===== src/logic/lpddr_pkg.sv =====
/*
 * Shared constants for the mode-register and burst-address block:
 * register offsets, field positions, encodings and timing counts.
 * Assumes a 25 MHz register clock and a 32-bit APB register bus.
 */
package lpddr_pkg;
   // timing
   localparam int CLK_PERIOD_NS = 40;
   localparam int SETTLE_TIME_US = 200;
   localparam int SETTLE_CYC =
      (SETTLE_TIME_US * 1000 + CLK_PERIOD_NS - 1) / CLK_PERIOD_NS;
   // APB byte offsets
   localparam logic [7:0] OFS_CTRL = 8'h00;
   localparam logic [7:0] OFS_STATUS = 8'h04;
   localparam logic [7:0] OFS_MODE = 8'h08;
   localparam logic [7:0] OFS_EXT = 8'h0C;
   // control and status bits
   localparam int CTRL_DPD = 0;
   localparam int ST_READY = 0;
   localparam int ST_BASE = 1;
   localparam int ST_EXT = 2;
   localparam int ST_PRE = 3;
   localparam int ST_REF = 4;
   localparam int ST_REJECT = 6;
   localparam int ST_EARLY = 7;
   localparam int ST_OVERRUN = 8;
   localparam int ST_BUSY = 9;
   // mode register fields and codes
   localparam int MR_BT = 3;
   localparam int MR_CL = 4;
   localparam logic [2:0] BL_2 = 3'h1;
   localparam logic [2:0] BL_4 = 3'h2;
   localparam logic [2:0] BL_8 = 3'h3;
   localparam logic [2:0] BL_16 = 3'h4;
   localparam int AP_BIT = 10;
   localparam logic [31:0] MODE_RST = 32'h0000_0000;
   // column fifo
   localparam int FIFO_DEPTH = 32;
endpackage

===== src/logic/lpddr_col_fifo.sv =====
/*
 * Column-address fifo with registered read data.
 * Assumes one clock and an active-low asynchronous reset.
 */
`timescale 1ns/1ps
`default_nettype none
module lpddr_col_fifo #(
   parameter int W = 13,
   parameter int DEPTH = 32
) (
   input wire logic clk,
   input wire logic rst_n,
   input wire logic in_valid,
   output logic in_ready,
   input wire logic [W-1:0] in_data,
   output logic out_valid,
   input wire logic out_ready,
   output logic [W-1:0] out_data
);
   localparam int AW = $clog2(DEPTH);
   if (DEPTH < 2 || (1 << AW) != DEPTH) begin : g_bad_depth
      $error("fifo depth must be a power of two");
   end
   logic [W-1:0] mem_q [DEPTH];
   logic [AW-1:0] wp_q, wp_d, rp_q, rp_d;
   logic [AW:0] cnt_q, cnt_d;
   logic ov_q, ov_d;
   logic [W-1:0] od_q;
   logic push, pop;

   always_comb begin
      in_ready = cnt_q != (AW+1)'(DEPTH);
      push = in_valid && in_ready;
      // output stage refills whenever it is empty or being taken
      pop = (cnt_q != '0) && (!ov_q || out_ready);
      wp_d = wp_q + AW'(push);
      rp_d = rp_q + AW'(pop);
      cnt_d = cnt_q + (AW+1)'(push) - (AW+1)'(pop);
      ov_d = pop ? 1'b1 : (out_ready ? 1'b0 : ov_q);
   end

   always_ff @(posedge clk or negedge rst_n) begin
      if (!rst_n) begin
         wp_q <= '0;
         rp_q <= '0;
         cnt_q <= '0;
         ov_q <= 1'b0;
         od_q <= '0;
      end else begin
         wp_q <= wp_d;
         rp_q <= rp_d;
         cnt_q <= cnt_d;
         ov_q <= ov_d;
         if (pop) begin
            od_q <= mem_q[rp_q];
         end
      end
   end

   always_ff @(posedge clk) begin
      if (push) begin
         mem_q[wp_q] <= in_data;
      end
   end

   assign out_valid = ov_q;
   assign out_data = od_q;
endmodule // lpddr_col_fifo
`default_nettype wire


===== src/logic/lpddr_init_mode_burst.sv =====
/*
 * Memory-side tracking of the power-up sequence, base and extended mode
 * registers, and burst column ordering. Burst columns leave through a
 * fifo. Assumes the command pins are asynchronous to pclk and that each
 * pclk cycle carries one command slot.
 */
// Design decisions made here: the APB slave port and the placing of the registers.
`timescale 1ns/1ps
`default_nettype none
// Overview of operation
// - Device accepts reads and writes only after the whole init sequence.
// - Mode registers have no default; both must be programmed.
// - Mode set with both bank bits low loads base register, held.
// - Base register: bits 0-2 burst length, 3 type, 4-6 latency.
// - Burst lengths 2, 4, 8 and 16, sequential or interleaved.
// - Burst stays in an aligned block of burst length, wrapping.
// - Low column bits give the first beat; same length read and write.
// - Sequential order adds one per beat modulo the length, also 16.
// - Interleaved order takes start offset xor beat index.
// - Type bit picks the order; length sixteen uses bits four and up.
module lpddr_init_mode_burst #(
   parameter int ADDR_W = 14,
   parameter int COL_W = 10,
   parameter int SETTLE_CYCLES = lpddr_pkg::SETTLE_CYC
) (
   input wire logic pclk,
   input wire logic presetn,
   input wire logic [7:0] paddr,
   input wire logic psel,
   input wire logic penable,
   input wire logic pwrite,
   input wire logic [31:0] pwdata,
   output logic [31:0] prdata,
   output logic pready,
   output logic pslverr,
   input wire logic cke,
   input wire logic cs_n,
   input wire logic ras_n,
   input wire logic cas_n,
   input wire logic we_n,
   input wire logic bank_select_low,
   input wire logic bank_select_high,
   input wire logic [ADDR_W-1:0] addr,
   output logic col_valid,
   input wire logic col_ready,
   output logic col_write,
   output logic [1:0] col_bank,
   output logic [COL_W-1:0] col_addr
);
   localparam int PW = ADDR_W + 7;
   localparam int FW = COL_W + 3;
   localparam int SW = $clog2(SETTLE_CYCLES + 1);
   if (COL_W < 4 || ADDR_W < 11 || ADDR_W > 32) begin : g_bad_width
      $error("address widths out of range");
   end

   typedef enum logic {init_cold, init_ready} init_e;
   typedef enum logic {burst_idle, burst_run} burst_e;

   function automatic logic [4:0] bl_len(input logic [2:0] code);
      case (code)
         lpddr_pkg::BL_2: bl_len = 5'h02;
         lpddr_pkg::BL_4: bl_len = 5'h04;
         lpddr_pkg::BL_8: bl_len = 5'h08;
         lpddr_pkg::BL_16: bl_len = 5'h10;
         default: bl_len = 5'h00;
      endcase
   endfunction

   function automatic logic [3:0] off_mask(input logic [4:0] len);
      off_mask = 4'(len - 5'h01);
   endfunction

   // column of beat i inside the aligned block of the start column
   function automatic logic [COL_W-1:0] beat_col(
      input logic [COL_W-1:0] s, input logic [4:0] len,
      input logic ilv, input logic [3:0] i);
      logic [3:0] m;
      logic [3:0] off;
      m = off_mask(len);
      off = ilv ? (s[3:0] ^ i) : 4'(s[3:0] + i);
      beat_col = (s & ~COL_W'(m)) | COL_W'(off & m);
   endfunction

   // pin synchroniser
   logic [PW-1:0] pin_meta_q, pin_sync_q;
   always_ff @(posedge pclk or negedge presetn) begin
      if (!presetn) begin
         pin_meta_q <= '0;
         pin_sync_q <= '0;
      end else begin
         pin_meta_q <= {cke, cs_n, ras_n, cas_n, we_n,
                        bank_select_high, bank_select_low, addr};
         pin_sync_q <= pin_meta_q;
      end
   end

   logic cmd_cke, cmd_cs_n, cmd_ras_n, cmd_cas_n, cmd_we_n, cmd_bsh, cmd_bsl;
   logic [ADDR_W-1:0] cmd_addr;
   logic [COL_W-1:0] cmd_col;
   assign {cmd_cke, cmd_cs_n, cmd_ras_n, cmd_cas_n, cmd_we_n,
           cmd_bsh, cmd_bsl, cmd_addr} = pin_sync_q;
   assign cmd_col = cmd_addr[COL_W-1:0];

   // state
   logic [SW-1:0] settle_q, settle_d;
   init_e init_q, init_d;
   burst_e burst_q, burst_d;
   logic pre_q, pre_d, base_q, base_d, ext_q, ext_d;
   logic [1:0] ref_q, ref_d;
   logic [ADDR_W-1:0] mode_q, mode_d, emode_q, emode_d;
   logic reject_q, reject_d, early_q, early_d, overrun_q, overrun_d;
   logic [COL_W-1:0] start_q, start_d;
   logic [1:0] bank_q, bank_d;
   logic wr_q, wr_d, ilv_q, ilv_d;
   logic [4:0] blen_q, blen_d;
   logic [3:0] beat_q, beat_d;
   logic pready_q, pready_d, pslverr_q, pslverr_d;
   logic [31:0] prdata_q, prdata_d;

   logic settled, busy_cmd, is_rw, mode_base_w, mode_ext_w, dpd_w;
   logic start_burst, push_w, fifo_in_ready, apb_wr, st_clr;
   logic [COL_W-1:0] push_col;
   logic [31:0] status_w;

   always_comb begin
      settled = settle_q == SW'(SETTLE_CYCLES);
      busy_cmd = !cmd_cs_n && !(cmd_ras_n && cmd_cas_n && cmd_we_n);
      is_rw = busy_cmd && cmd_ras_n && !cmd_cas_n;
      apb_wr = psel && penable && pwrite && pready_q;
      dpd_w = apb_wr && paddr == lpddr_pkg::OFS_CTRL
              && pwdata[lpddr_pkg::CTRL_DPD];
      st_clr = apb_wr && paddr == lpddr_pkg::OFS_STATUS;
      mode_base_w = settled && cmd_cke && busy_cmd && !cmd_ras_n
                    && !cmd_cas_n && !cmd_we_n && !cmd_bsh && !cmd_bsl;
      mode_ext_w = settled && cmd_cke && busy_cmd && !cmd_ras_n
                   && !cmd_cas_n && !cmd_we_n && cmd_bsh && !cmd_bsl;
      // burst only once init is complete and length code is legal
      start_burst = settled && cmd_cke && is_rw && init_q == init_ready
                    && burst_q == burst_idle
                    && bl_len(mode_q[2:0]) != 5'h00;
      push_w = burst_q == burst_run && fifo_in_ready;
      push_col = beat_col(start_q, blen_q, ilv_q, beat_q);
   end

   // init tracking and mode registers
   always_comb begin
      settle_d = settled ? settle_q : settle_q + SW'(1);
      init_d = init_q;
      pre_d = pre_q;
      ref_d = ref_q;
      base_d = base_q;
      ext_d = ext_q;
      mode_d = mode_q;
      emode_d = emode_q;
      if (settled && cmd_cke && busy_cmd) begin
         if (!cmd_ras_n && cmd_cas_n && !cmd_we_n
             && cmd_addr[lpddr_pkg::AP_BIT]) begin
            pre_d = 1'b1;
         end
         // refresh counted whether before or after mode setting
         if (!cmd_ras_n && !cmd_cas_n && cmd_we_n && ref_q != 2'h3) begin
            ref_d = ref_q + 2'h1;
         end
      end
      if (mode_base_w) begin
         mode_d = cmd_addr;
         base_d = 1'b1;
      end
      if (mode_ext_w) begin
         emode_d = cmd_addr;
         ext_d = 1'b1;
      end
      // both registers must be programmed before commands count
      if (pre_q && ref_q >= 2'h2 && base_q && ext_q) begin
         init_d = init_ready;
      end
      // deep power down loses both registers and the sequence
      if (dpd_w) begin
         settle_d = '0;
         init_d = init_cold;
         pre_d = 1'b0;
         ref_d = 2'h0;
         base_d = 1'b0;
         ext_d = 1'b0;
         mode_d = ADDR_W'(lpddr_pkg::MODE_RST);
         emode_d = ADDR_W'(lpddr_pkg::MODE_RST);
      end
   end

   // burst sequencer and sticky flags; a new event beats a clear
   always_comb begin
      burst_d = burst_q;
      start_d = start_q;
      bank_d = bank_q;
      wr_d = wr_q;
      ilv_d = ilv_q;
      blen_d = blen_q;
      beat_d = beat_q;
      reject_d = reject_q && !(st_clr && pwdata[lpddr_pkg::ST_REJECT]);
      early_d = early_q && !(st_clr && pwdata[lpddr_pkg::ST_EARLY]);
      overrun_d = overrun_q && !(st_clr && pwdata[lpddr_pkg::ST_OVERRUN]);
      if (!settled && busy_cmd) begin
         early_d = 1'b1;
      end
      if (settled && cmd_cke && is_rw && !start_burst) begin
         if (burst_q == burst_run) begin
            overrun_d = 1'b1;
         end else begin
            reject_d = 1'b1;
         end
      end
      case (burst_q)
         burst_idle: begin
            if (start_burst) begin
               burst_d = burst_run;
               start_d = cmd_col;
               bank_d = {cmd_bsh, cmd_bsl};
               wr_d = !cmd_we_n;
               ilv_d = mode_q[lpddr_pkg::MR_BT];
               blen_d = bl_len(mode_q[2:0]);
               beat_d = 4'h0;
            end
         end
         burst_run: begin
            if (push_w) begin
               beat_d = beat_q + 4'h1;
               if (5'(beat_q) == blen_q - 5'h01) begin
                  burst_d = burst_idle;
               end
            end
         end
         default: burst_d = burst_idle;
      endcase
   end

   // register read data and answer
   always_comb begin
      status_w = '0;
      status_w[lpddr_pkg::ST_READY] = init_q == init_ready;
      status_w[lpddr_pkg::ST_BASE] = base_q;
      status_w[lpddr_pkg::ST_EXT] = ext_q;
      status_w[lpddr_pkg::ST_PRE] = pre_q;
      status_w[lpddr_pkg::ST_REF +: 2] = ref_q;
      status_w[lpddr_pkg::ST_REJECT] = reject_q;
      status_w[lpddr_pkg::ST_EARLY] = early_q;
      status_w[lpddr_pkg::ST_OVERRUN] = overrun_q;
      status_w[lpddr_pkg::ST_BUSY] = burst_q == burst_run;
      pready_d = psel && !penable;
      pslverr_d = 1'b0;
      prdata_d = '0;
      if (psel && !penable) begin
         if (paddr == lpddr_pkg::OFS_CTRL) begin
            prdata_d = '0;
         end else if (paddr == lpddr_pkg::OFS_STATUS) begin
            prdata_d = status_w;
         end else if (paddr == lpddr_pkg::OFS_MODE) begin
            prdata_d = 32'(mode_q);
         end else if (paddr == lpddr_pkg::OFS_EXT) begin
            prdata_d = 32'(emode_q);
         end else begin
            pslverr_d = 1'b1;
         end
      end
   end

   always_ff @(posedge pclk or negedge presetn) begin
      if (!presetn) begin
         settle_q <= '0;
         init_q <= init_cold;
         burst_q <= burst_idle;
         pre_q <= 1'b0;
         ref_q <= 2'h0;
         base_q <= 1'b0;
         ext_q <= 1'b0;
         mode_q <= '0;
         emode_q <= '0;
         reject_q <= 1'b0;
         early_q <= 1'b0;
         overrun_q <= 1'b0;
         start_q <= '0;
         bank_q <= 2'h0;
         wr_q <= 1'b0;
         ilv_q <= 1'b0;
         blen_q <= 5'h00;
         beat_q <= 4'h0;
         pready_q <= 1'b0;
         pslverr_q <= 1'b0;
         prdata_q <= '0;
      end else begin
         settle_q <= settle_d;
         init_q <= init_d;
         burst_q <= burst_d;
         pre_q <= pre_d;
         ref_q <= ref_d;
         base_q <= base_d;
         ext_q <= ext_d;
         mode_q <= mode_d;
         emode_q <= emode_d;
         reject_q <= reject_d;
         early_q <= early_d;
         overrun_q <= overrun_d;
         start_q <= start_d;
         bank_q <= bank_d;
         wr_q <= wr_d;
         ilv_q <= ilv_d;
         blen_q <= blen_d;
         beat_q <= beat_d;
         pready_q <= pready_d;
         pslverr_q <= pslverr_d;
         prdata_q <= prdata_d;
      end
   end

   assign pready = pready_q;
   assign pslverr = pslverr_q;
   assign prdata = prdata_q;

   logic [FW-1:0] fifo_out;
   lpddr_col_fifo #(.W(FW), .DEPTH(lpddr_pkg::FIFO_DEPTH)) u_fifo (
      .clk(pclk),
      .rst_n(presetn),
      .in_valid(burst_q == burst_run),
      .in_ready(fifo_in_ready),
      .in_data({wr_q, bank_q, push_col}),
      .out_valid(col_valid),
      .out_ready(col_ready),
      .out_data(fifo_out)
   );
   assign {col_write, col_bank, col_addr} = fifo_out;

   // offset of the previous beat, for the order checks only
   logic [3:0] prev_off_q;
   always_ff @(posedge pclk or negedge presetn) begin
      if (!presetn) begin
         prev_off_q <= 4'h0;
      end else if (push_w) begin
         prev_off_q <= push_col[3:0];
      end
   end
endmodule // lpddr_init_mode_burst
`default_nettype wire


===== config.mk =====
export PLATFORM = sky130hd
export DESIGN_NAME = lpddr_init_mode_burst
export DESIGN_NICKNAME = d
export VERILOG_FILES = /design/src/logic/lpddr_pkg.sv /design/src/logic/lpddr_col_fifo.sv /design/src/logic/lpddr_init_mode_burst.sv
export SDC_FILE = /design/constraint.sdc
export NUM_CORES = 1
export LEC_CHECK = 0
export BUFFER_PORTS_ARGS = -buffer_cell sky130_fd_sc_hd__buf_2
export CAP_MARGIN = 20
export CORE_ASPECT_RATIO = 1.5
export CORE_MARGIN = 2
export CORE_UTILIZATION = 51
export DETAILED_ROUTE_END_ITERATION = 7
export PLACE_DENSITY_LB_ADDON = 0.25
export SYNTH_ARGS = -nofsm -noshare
export SYNTH_HDL_FRONTEND = slang
export SYNTH_SLANG_ARGS = --single-unit

===== constraint.sdc =====
create_clock -name pclk -period 2.95 [get_ports pclk]
set_input_delay 0.295 -clock pclk [delete_from_list [all_inputs] [get_ports pclk]]
set_output_delay 0.295 -clock pclk [all_outputs]
set_load 0.05 [all_outputs]

==> results of run 1 <==
==> metrics by stage <==
| stage | hold WS [ps] | util |
|---|---|---|
| after floorplan | -0.5911 | - |
| after global routing | 49.81 | 0.5999 |
| final | 62.28 | 0.5999 |
| after global placement | 303.9 | 0.5516 |
| after CTS | 37.72 | 0.5975 |
| after detailed placement | 308.2 | 0.5516 |
==> sequential cells by signal (all words and copies together) (netlist names), 2 cells and up <==
register,flops
u_fifo.mem_q,416
pin_meta_q,21
pin_sync_q,21
emode_q,14
mode_q,14
prdata,14
settle_q,13
u_fifo.out_data,13
start_q,10
u_fifo.cnt_q,6
u_fifo.rp_q,5
u_fifo.wp_q,5
beat_q,4
blen_q,4
bank_q,2
ref_q,2
==> cell families (layout without fill, tap and decap cells) <==
| kind of cell | count (synthesis) | after routing |
|---|---|---|
| compound gates | 142 | 142 |
| xor+xnor | 32 | 32 |
| fa+ha+maj | 24 | 24 |
| buf+inv | 105 | 311 |
| flops | 577 | 577 |
| mux | 208 | 208 |
| other cells | 1 | 18 |
| simple gates | 232 | 232 |
==> cell usage in the layout (no fill, tap or decap), drive strengths merged, types with 15 or more instances in the layout <==
cell	count
a21oi	34
conb	18
nor2	123
ha	22
dlygate4sd3	26
nand2	30
mux2	16
dfrtp	161
a211oi	26
inv	28
xnor2	17
buf	168
xor2	15
clkbuf	66
mux2i	127
mux4	65
edfxtp	416
o22ai	41
==> power by group through the flow <==
stage | clock network, uW | logic, uW | registers, uW
final | 6920 | 3810 | 9130
after global routing | 7370 | 4110 | 9160
after CTS | 7080 | 3880 | 9130
after detailed placement | 0 | 3840 | 9300
after global placement | 0 | 3810 | 9280
after floorplan | 0 | 2410 | 9380
==> cell usage after synthesis (2+ instances only) <==
cell	instances	area, sq um
clkbuf_1	36	135.1
a21o_1	3	22.52
a31oi_1	2	12.51
nand3_1	12	60.06
mux2_2	10	112.6
mux4_2	65	1464
and2_1	2	12.51
xor2_1	15	131.4
mux2i_1	127	1271
buf_4	19	142.6
buf_2	15	75.07
o21ai_0	3	15.01
buf_1	7	26.28
dfrtp_1	161	4029
a22o_2	2	20.02
a21oi_1	34	170.2
nand4_1	8	50.05
o311ai_0	10	87.58
edfxtp_1	416	12490
a211oi_1	26	195.2
or3_1	3	18.77
nor2_1	123	461.7
or3b_2	5	43.79
nand3b_1	6	45.04
mux2_4	6	90.09
ha_1	22	275.3
nor4_1	2	12.51
nand2b_1	13	81.33
nor3b_1	3	22.52
nand2_1	30	112.6
buf_6	3	33.78
fa_1	2	40.04
a2111oi_0	13	113.9
nor3_1	8	40.04
inv_1	24	90.09
xnor2_1	17	148.9
o22ai_1	41	256.5
and3_1	3	18.77
nor2b_1	4	25.02
==> worst max-delay path, delay by kind of cell (launching register included) <==
| family | cells | cell delay (ps) |
|---|---|---|
| flip-flops | 1 | 350 |
| AND/OR/NAND/NOR | 4 | 1530 |
| buffers and inverters | 2 | 340 |
| adder cells (fa/ha/maj) | 1 | 200 |
==> final timing paths <==
path / end / slack (ps)
setup / recovery: u_fifo.mem_q[22][4] / 220
hold / removal: reject_q / 60
setup reg to reg: u_fifo.mem_q[22][4] / 220
hold reg to reg: pin_sync_q[12] / 340
max in group asynchronous: ref_q[1] / 1810
min in group asynchronous: settle_q[4] / 270
==> routing by layer <==
| layer | GRT usage | part of all wire | vias to the layer above |
|---|---|---|---|
| li1 | - | - | 5405 |
| met1 | 0.2520 | 0.40 | 6058 |
| met2 | 0.3644 | 0.52 | 287 |
| met3 | 0.02720 | 0.040 | 92 |
| met4 | 0.09389 | 0.044 | 0 |
| met5 | 0 | 0 | - |
==> cell type report <==
class | instances | area, sq um
inverter | 24 | 90.09
clock buffer | 66 | 1396
fill | 3209 | 17550
clock inverter | 27 | 360.3
timing repair buffer | 194 | 1528
multi-input combinational | 656 | 5694
tap | 576 | 720.7
sequential | 577 | 16530
==> impl_metrics.json, run 1 <==
{
  "post-place-ws_ps": 245.8,
  "p_sw_uw": 5395,
  "cts_root_buf": "clkbuf_16",
  "startpoint": "u_fifo.cnt_q[2]",
  "finalWirelength_um": 46200,
  "first_global_vias": 12440,
  "dp_hpwl_um": 29970,
  "fin_tns_setup_ps": 0,
  "worstHoldStart": "pwdata[6]",
  "synthCells": 1321,
  "avgSynthCellArea_sq_um": 17.14,
  "antenna_found_initial": 0,
  "max_freq_mhz": 366.2,
  "max_slew_margin": 0.4177,
  "path_clk_slew_ps": 60,
  "die_w_um": 176.1,
  "vias_per_cell": 5.586,
  "antenna_left": 0,
  "timing.final.crit_share": 0.9256,
  "cts_resized": 0,
  "fin_crit_ps": 2730,
  "nNetsFinal": 1594,
  "die-area_sq_um": 46140,
  "final_hold_viol_count": 0,
  "final_cell_area_sq_um": 26320,
  "drt_iter0_drc": 888,
  "grt_pass1_wl_um": 71210,
  "place_congestion": 0.8548,
  "first_pass_iters": 5,
  "clock-sinks": 577,
  "crit_path_cell_trace": "inv_1 -> ha_1 -> nand4bb_1 -> and2_1 -> nand3b_1 -> nor2_1 -> buf_4",
  "synth_edf_count": 416,
  "combinationalPowerShare": 0.192,
  "ctsHoldBuffers": 26,
  "clk_latency_ps": 590,
  "path_max_fanout": 11,
  "seq_power_share": 0.460,
  "finalSetupViolations": 0,
  "startpoint_type": "flip-flop",
  "leakage_uw": 0.008783,
  "holdPathStages": 3,
  "cts_made_buffers": 50,
  "layout-area-overhead-vs-synth_pct": 16.20,
  "coreArea_sq_um": 43870,
  "peakVddDrop_mv": 0.5398,
  "io_buffers": 68,
  "cts_setup_buffers": 0,
  "drc": 0,
  "rsz0062_at_grt": "no",
  "cts_tree": "built",
  "start_util": 0.5162,
  "grt_overflow": 0,
  "hold_class": "in -> reg",
  "synth_xor_area_frac": 0.01238,
  "synth_cell_types": 59,
  "synth-compound-area-share": 0.04227,
  "synth_top_family_by_area": "multiplexers",
  "internal_power_uw": 14470,
  "placed_area_sq_um": 24200,
  "fin_skew_ps": 23.58,
  "r2r-start": "u_fifo.cnt_q[2]",
  "synth-adder-area-share": 0.01392,
  "slowest_stage": "nand3b_1",
  "dp.cells": 1995,
  "yosysWarningCount": 0,
  "synthSimpleGateAreaFrac": 0.04895,
  "max_slew.worst_pin.slew_ps": 867.7,
  "via_count": 11840,
  "reg2reg_depth": 7,
  "critPathKind": "reg -> reg",
  "worstPathRequired_ps": 3210,
  "cpPeakStageDelay_ps": 460,
  "async_flop_share": 0.2790,
  "synth.area.mux_share": 0.1297,
  "finalNonFillerCells": 2120,
  "cap_violations": 0,
  "clock_path_buffers": 3,
  "powerDensity_nw_per_um2": 754.9,
  "ys_seq_area_frac": 0.7295,
  "status": "finished, final reports clean",
  "arrival_ps": 2990,
  "grt_max_degree": 61,
  "track_usage": 0.2055,
  "syn-cell-area_sq_um": 22650,
  "setup_slack_ps": 219.6,
  "finalMaxSlewViolations": 0,
  "ios": 115,
  "ys_seq_elements": 577,
  "drive_above_1_share": 0.2260,
  "clkPwrFrac": 0.348,
  "synth_ff_type": "edfxtp_1",
  "power_uw": 19870,
  "dieHeight_um": 262.1,
  "end_kind": "flip-flop",
  "fp-row-count": 94,
  "diodes": 0,
  "wire_per_inst_um": 21.79,
  "h-tree-depth": 2,
  "switching_share": 0.2716
}
No activity file was read; power rests on OpenSTA's default activity.
==> run 2, diff against run 1 <==
clock period = 2.2 ns   (was 2.95 ns; I/O delays follow)
==> impl_metrics.json, run 2 (synthesis gave the netlist of run 1 again) <==
{
  "max_slew_margin": 0.4378,
  "wire_per_inst_um": 22.79,
  "grt_max_degree": 54,
  "violations": "negative setup slack",
  "dp_hpwl_um": 31630,
  "start_util": 0.5162,
  "io_buffers": 68,
  "finalNonFillerCells": 2215,
  "via_count": 12350,
  "clock_path_buffers": 3,
  "max_freq_mhz": 420.0,
  "peakVddDrop_mv": 0.6660,
  "dieHeight_um": 262.1,
  "fin_skew_ps": 15.57,
  "worstPathRequired_ps": 2660,
  "clock-sinks": 577,
  "arrival_ps": 2840,
  "internal_power_uw": 20070,
  "wl_met1_um": 19290,
  "status": "finished with violations",
  "finalMaxSlewViolations": 0,
  "drive_above_1_share": 0.3331,
  "power_uw": 28100,
  "combinationalPowerShare": 0.258,
  "die_w_um": 176.1,
  "path_max_fanout": 16,
  "layout-area-overhead-vs-synth_pct": 25.07,
  "fin_crit_ps": 2381,
  "largest_reg_flops": 416,
  "fp-row-count": 94,
  "place_congestion": 0.8205,
  "startpoint_type": "flip-flop",
  "grt_overflow": 0,
  "diodes": 0,
  "timing.final.crit_share": 1.082,
  "p_sw_uw": 8027,
  "top_regs": "u_fifo.mem_q: 416 flops, pin_meta_q: 21 flops, pin_sync_q: 21 flops",
  "die-area_sq_um": 46140,
  "rsz0062_at_grt": "yes",
  "ios": 115,
  "antenna_left": 0,
  "switching_share": 0.2857,
  "wl_met3_um": 2066,
  "dp.cells": 2042,
  "fin_tns_setup_ps": -14360,
  "setup_slack_ps": -181.2,
  "antenna_found_initial": 0,
  "cts_made_buffers": 50,
  "finalWirelength_um": 50480,
  "powerDensity_nw_per_um2": 992.0,
  "hold_class": "in -> reg",
  "leakage_uw": 0.009446,
  "finalSetupViolations": 154,
  "met2WireLength_um": 27450,
  "h-tree-depth": 2,
  "clk_latency_ps": 590,
  "coreArea_sq_um": 43870,
  "final_common_cell": "edfxtp_1",
  "reg2reg_slack_ps": -180,
  "end_kind": "flip-flop",
  "final_hold_viol_count": 0,
  "cts_tree": "built",
  "grt_pass1_wl_um": 74980,
  "layout_common_cells": "edfxtp_1 (416), dfrtp_1 (157), mux2i_1 (119)",
  "first_global_vias": 12730,
  "drt_iter0_drc": 867,
  "cts_root_buf": "clkbuf_16",
  "nNetsFinal": 1688,
  "first_pass_iters": 4,
  "track_usage": 0.2180,
  "top_register": "u_fifo.mem_q",
  "cap_violations": 0,
  "seq_power_share": 0.432,
  "highest_layer": "met4",
  "max_slew.worst_pin.slew_ps": 837.7,
  "path_clk_slew_ps": 60,
  "vias_per_cell": 5.574,
  "critPathKind": "reg -> reg",
  "clkPwrFrac": 0.310,
  "post-place-ws_ps": -319.2,
  "drc": 0
}
run 2: changes by cell type in the layout (fill, tap and decap cells not counted), sizes merged:
cell	previous run	this run
buf	168	257
clkbuf	66	69
clkinv	13	14
clkinvlp	2	6
inv	28	29
bufinv	8	3
dlygate4sd3	26	28
run 2: power groups by stage:
stage          combinational (uW)  sequential [uW]  clock [uW]
2_1_floorplan                3300            12600           0
3_3_place_gp                 5730            12400           0
3_5_place_dp                 5810            12400           0
4_1_cts                      6320            12100        8860
5_1_grt                      7670            12200        9230
6_report                     7250            12200        8700
run 2: timing repair:
action	4_1_cts	5_1_grt
setup endpoints to repair	230	238
endpoints found under the hold margin	83	0
gates cloned	3	3
buffers inserted	16	34
gates resized for setup	53	84
hold buffers	28	0
pin swaps	7	31
run 2: per-layer routing:
layer	global-route usage	vias up
met4	0.07874	0
met3	0.02344	83
met2	0.4014	340
li1	-	5595
met5	0	-
met1	0.2663	6329
run 2: layout make-up:
class                   instances  area (sq um)
well taps                     576         720.7
multi-input cells             656          6385
clock inverters                28         252.7
repair buffers                288          2964
clock buffers                  66          1383
fillers                      2997         15550
inverters                      24         90.09
flip-flops and latches        577         16530
run 2: worst paths after layout:
check,startpoint,endpoint,depth (start not counted)
worst max-delay path,settle_q[0],start_q[9],8
worst min-delay path,psel,pslverr,3
worst max register to register,settle_q[0],start_q[9],8
worst min register to register,pin_meta_q[14],pin_sync_q[14],0
max in group asynchronous,presetn,overrun_q,3
min in group asynchronous,presetn,settle_q[9],2
run 2: metrics by stage:
step / util / hold slack [ps] / area [sq um]
2_1_floorplan: - / -75.59 / 22950
3_3_place_gp: 0.5751 / 211.3 / 25230
3_5_place_dp: 0.5764 / 212.6 / 25290
4_1_cts: 0.6293 / 14.57 / 27610
5_1_grt: 0.6456 / 41.68 / 28320
6_report: 0.6456 / 46.49 / 28320
run 2: worst max-delay path, stage by stage (launching register included):
cell	delay [ps]
dfrtp_1	390
inv_2	70
ha_1	130
or4b_4	450
or3_4	390
nor3_4	140
nor2b_4	190
buf_12	160
mux2_2	340
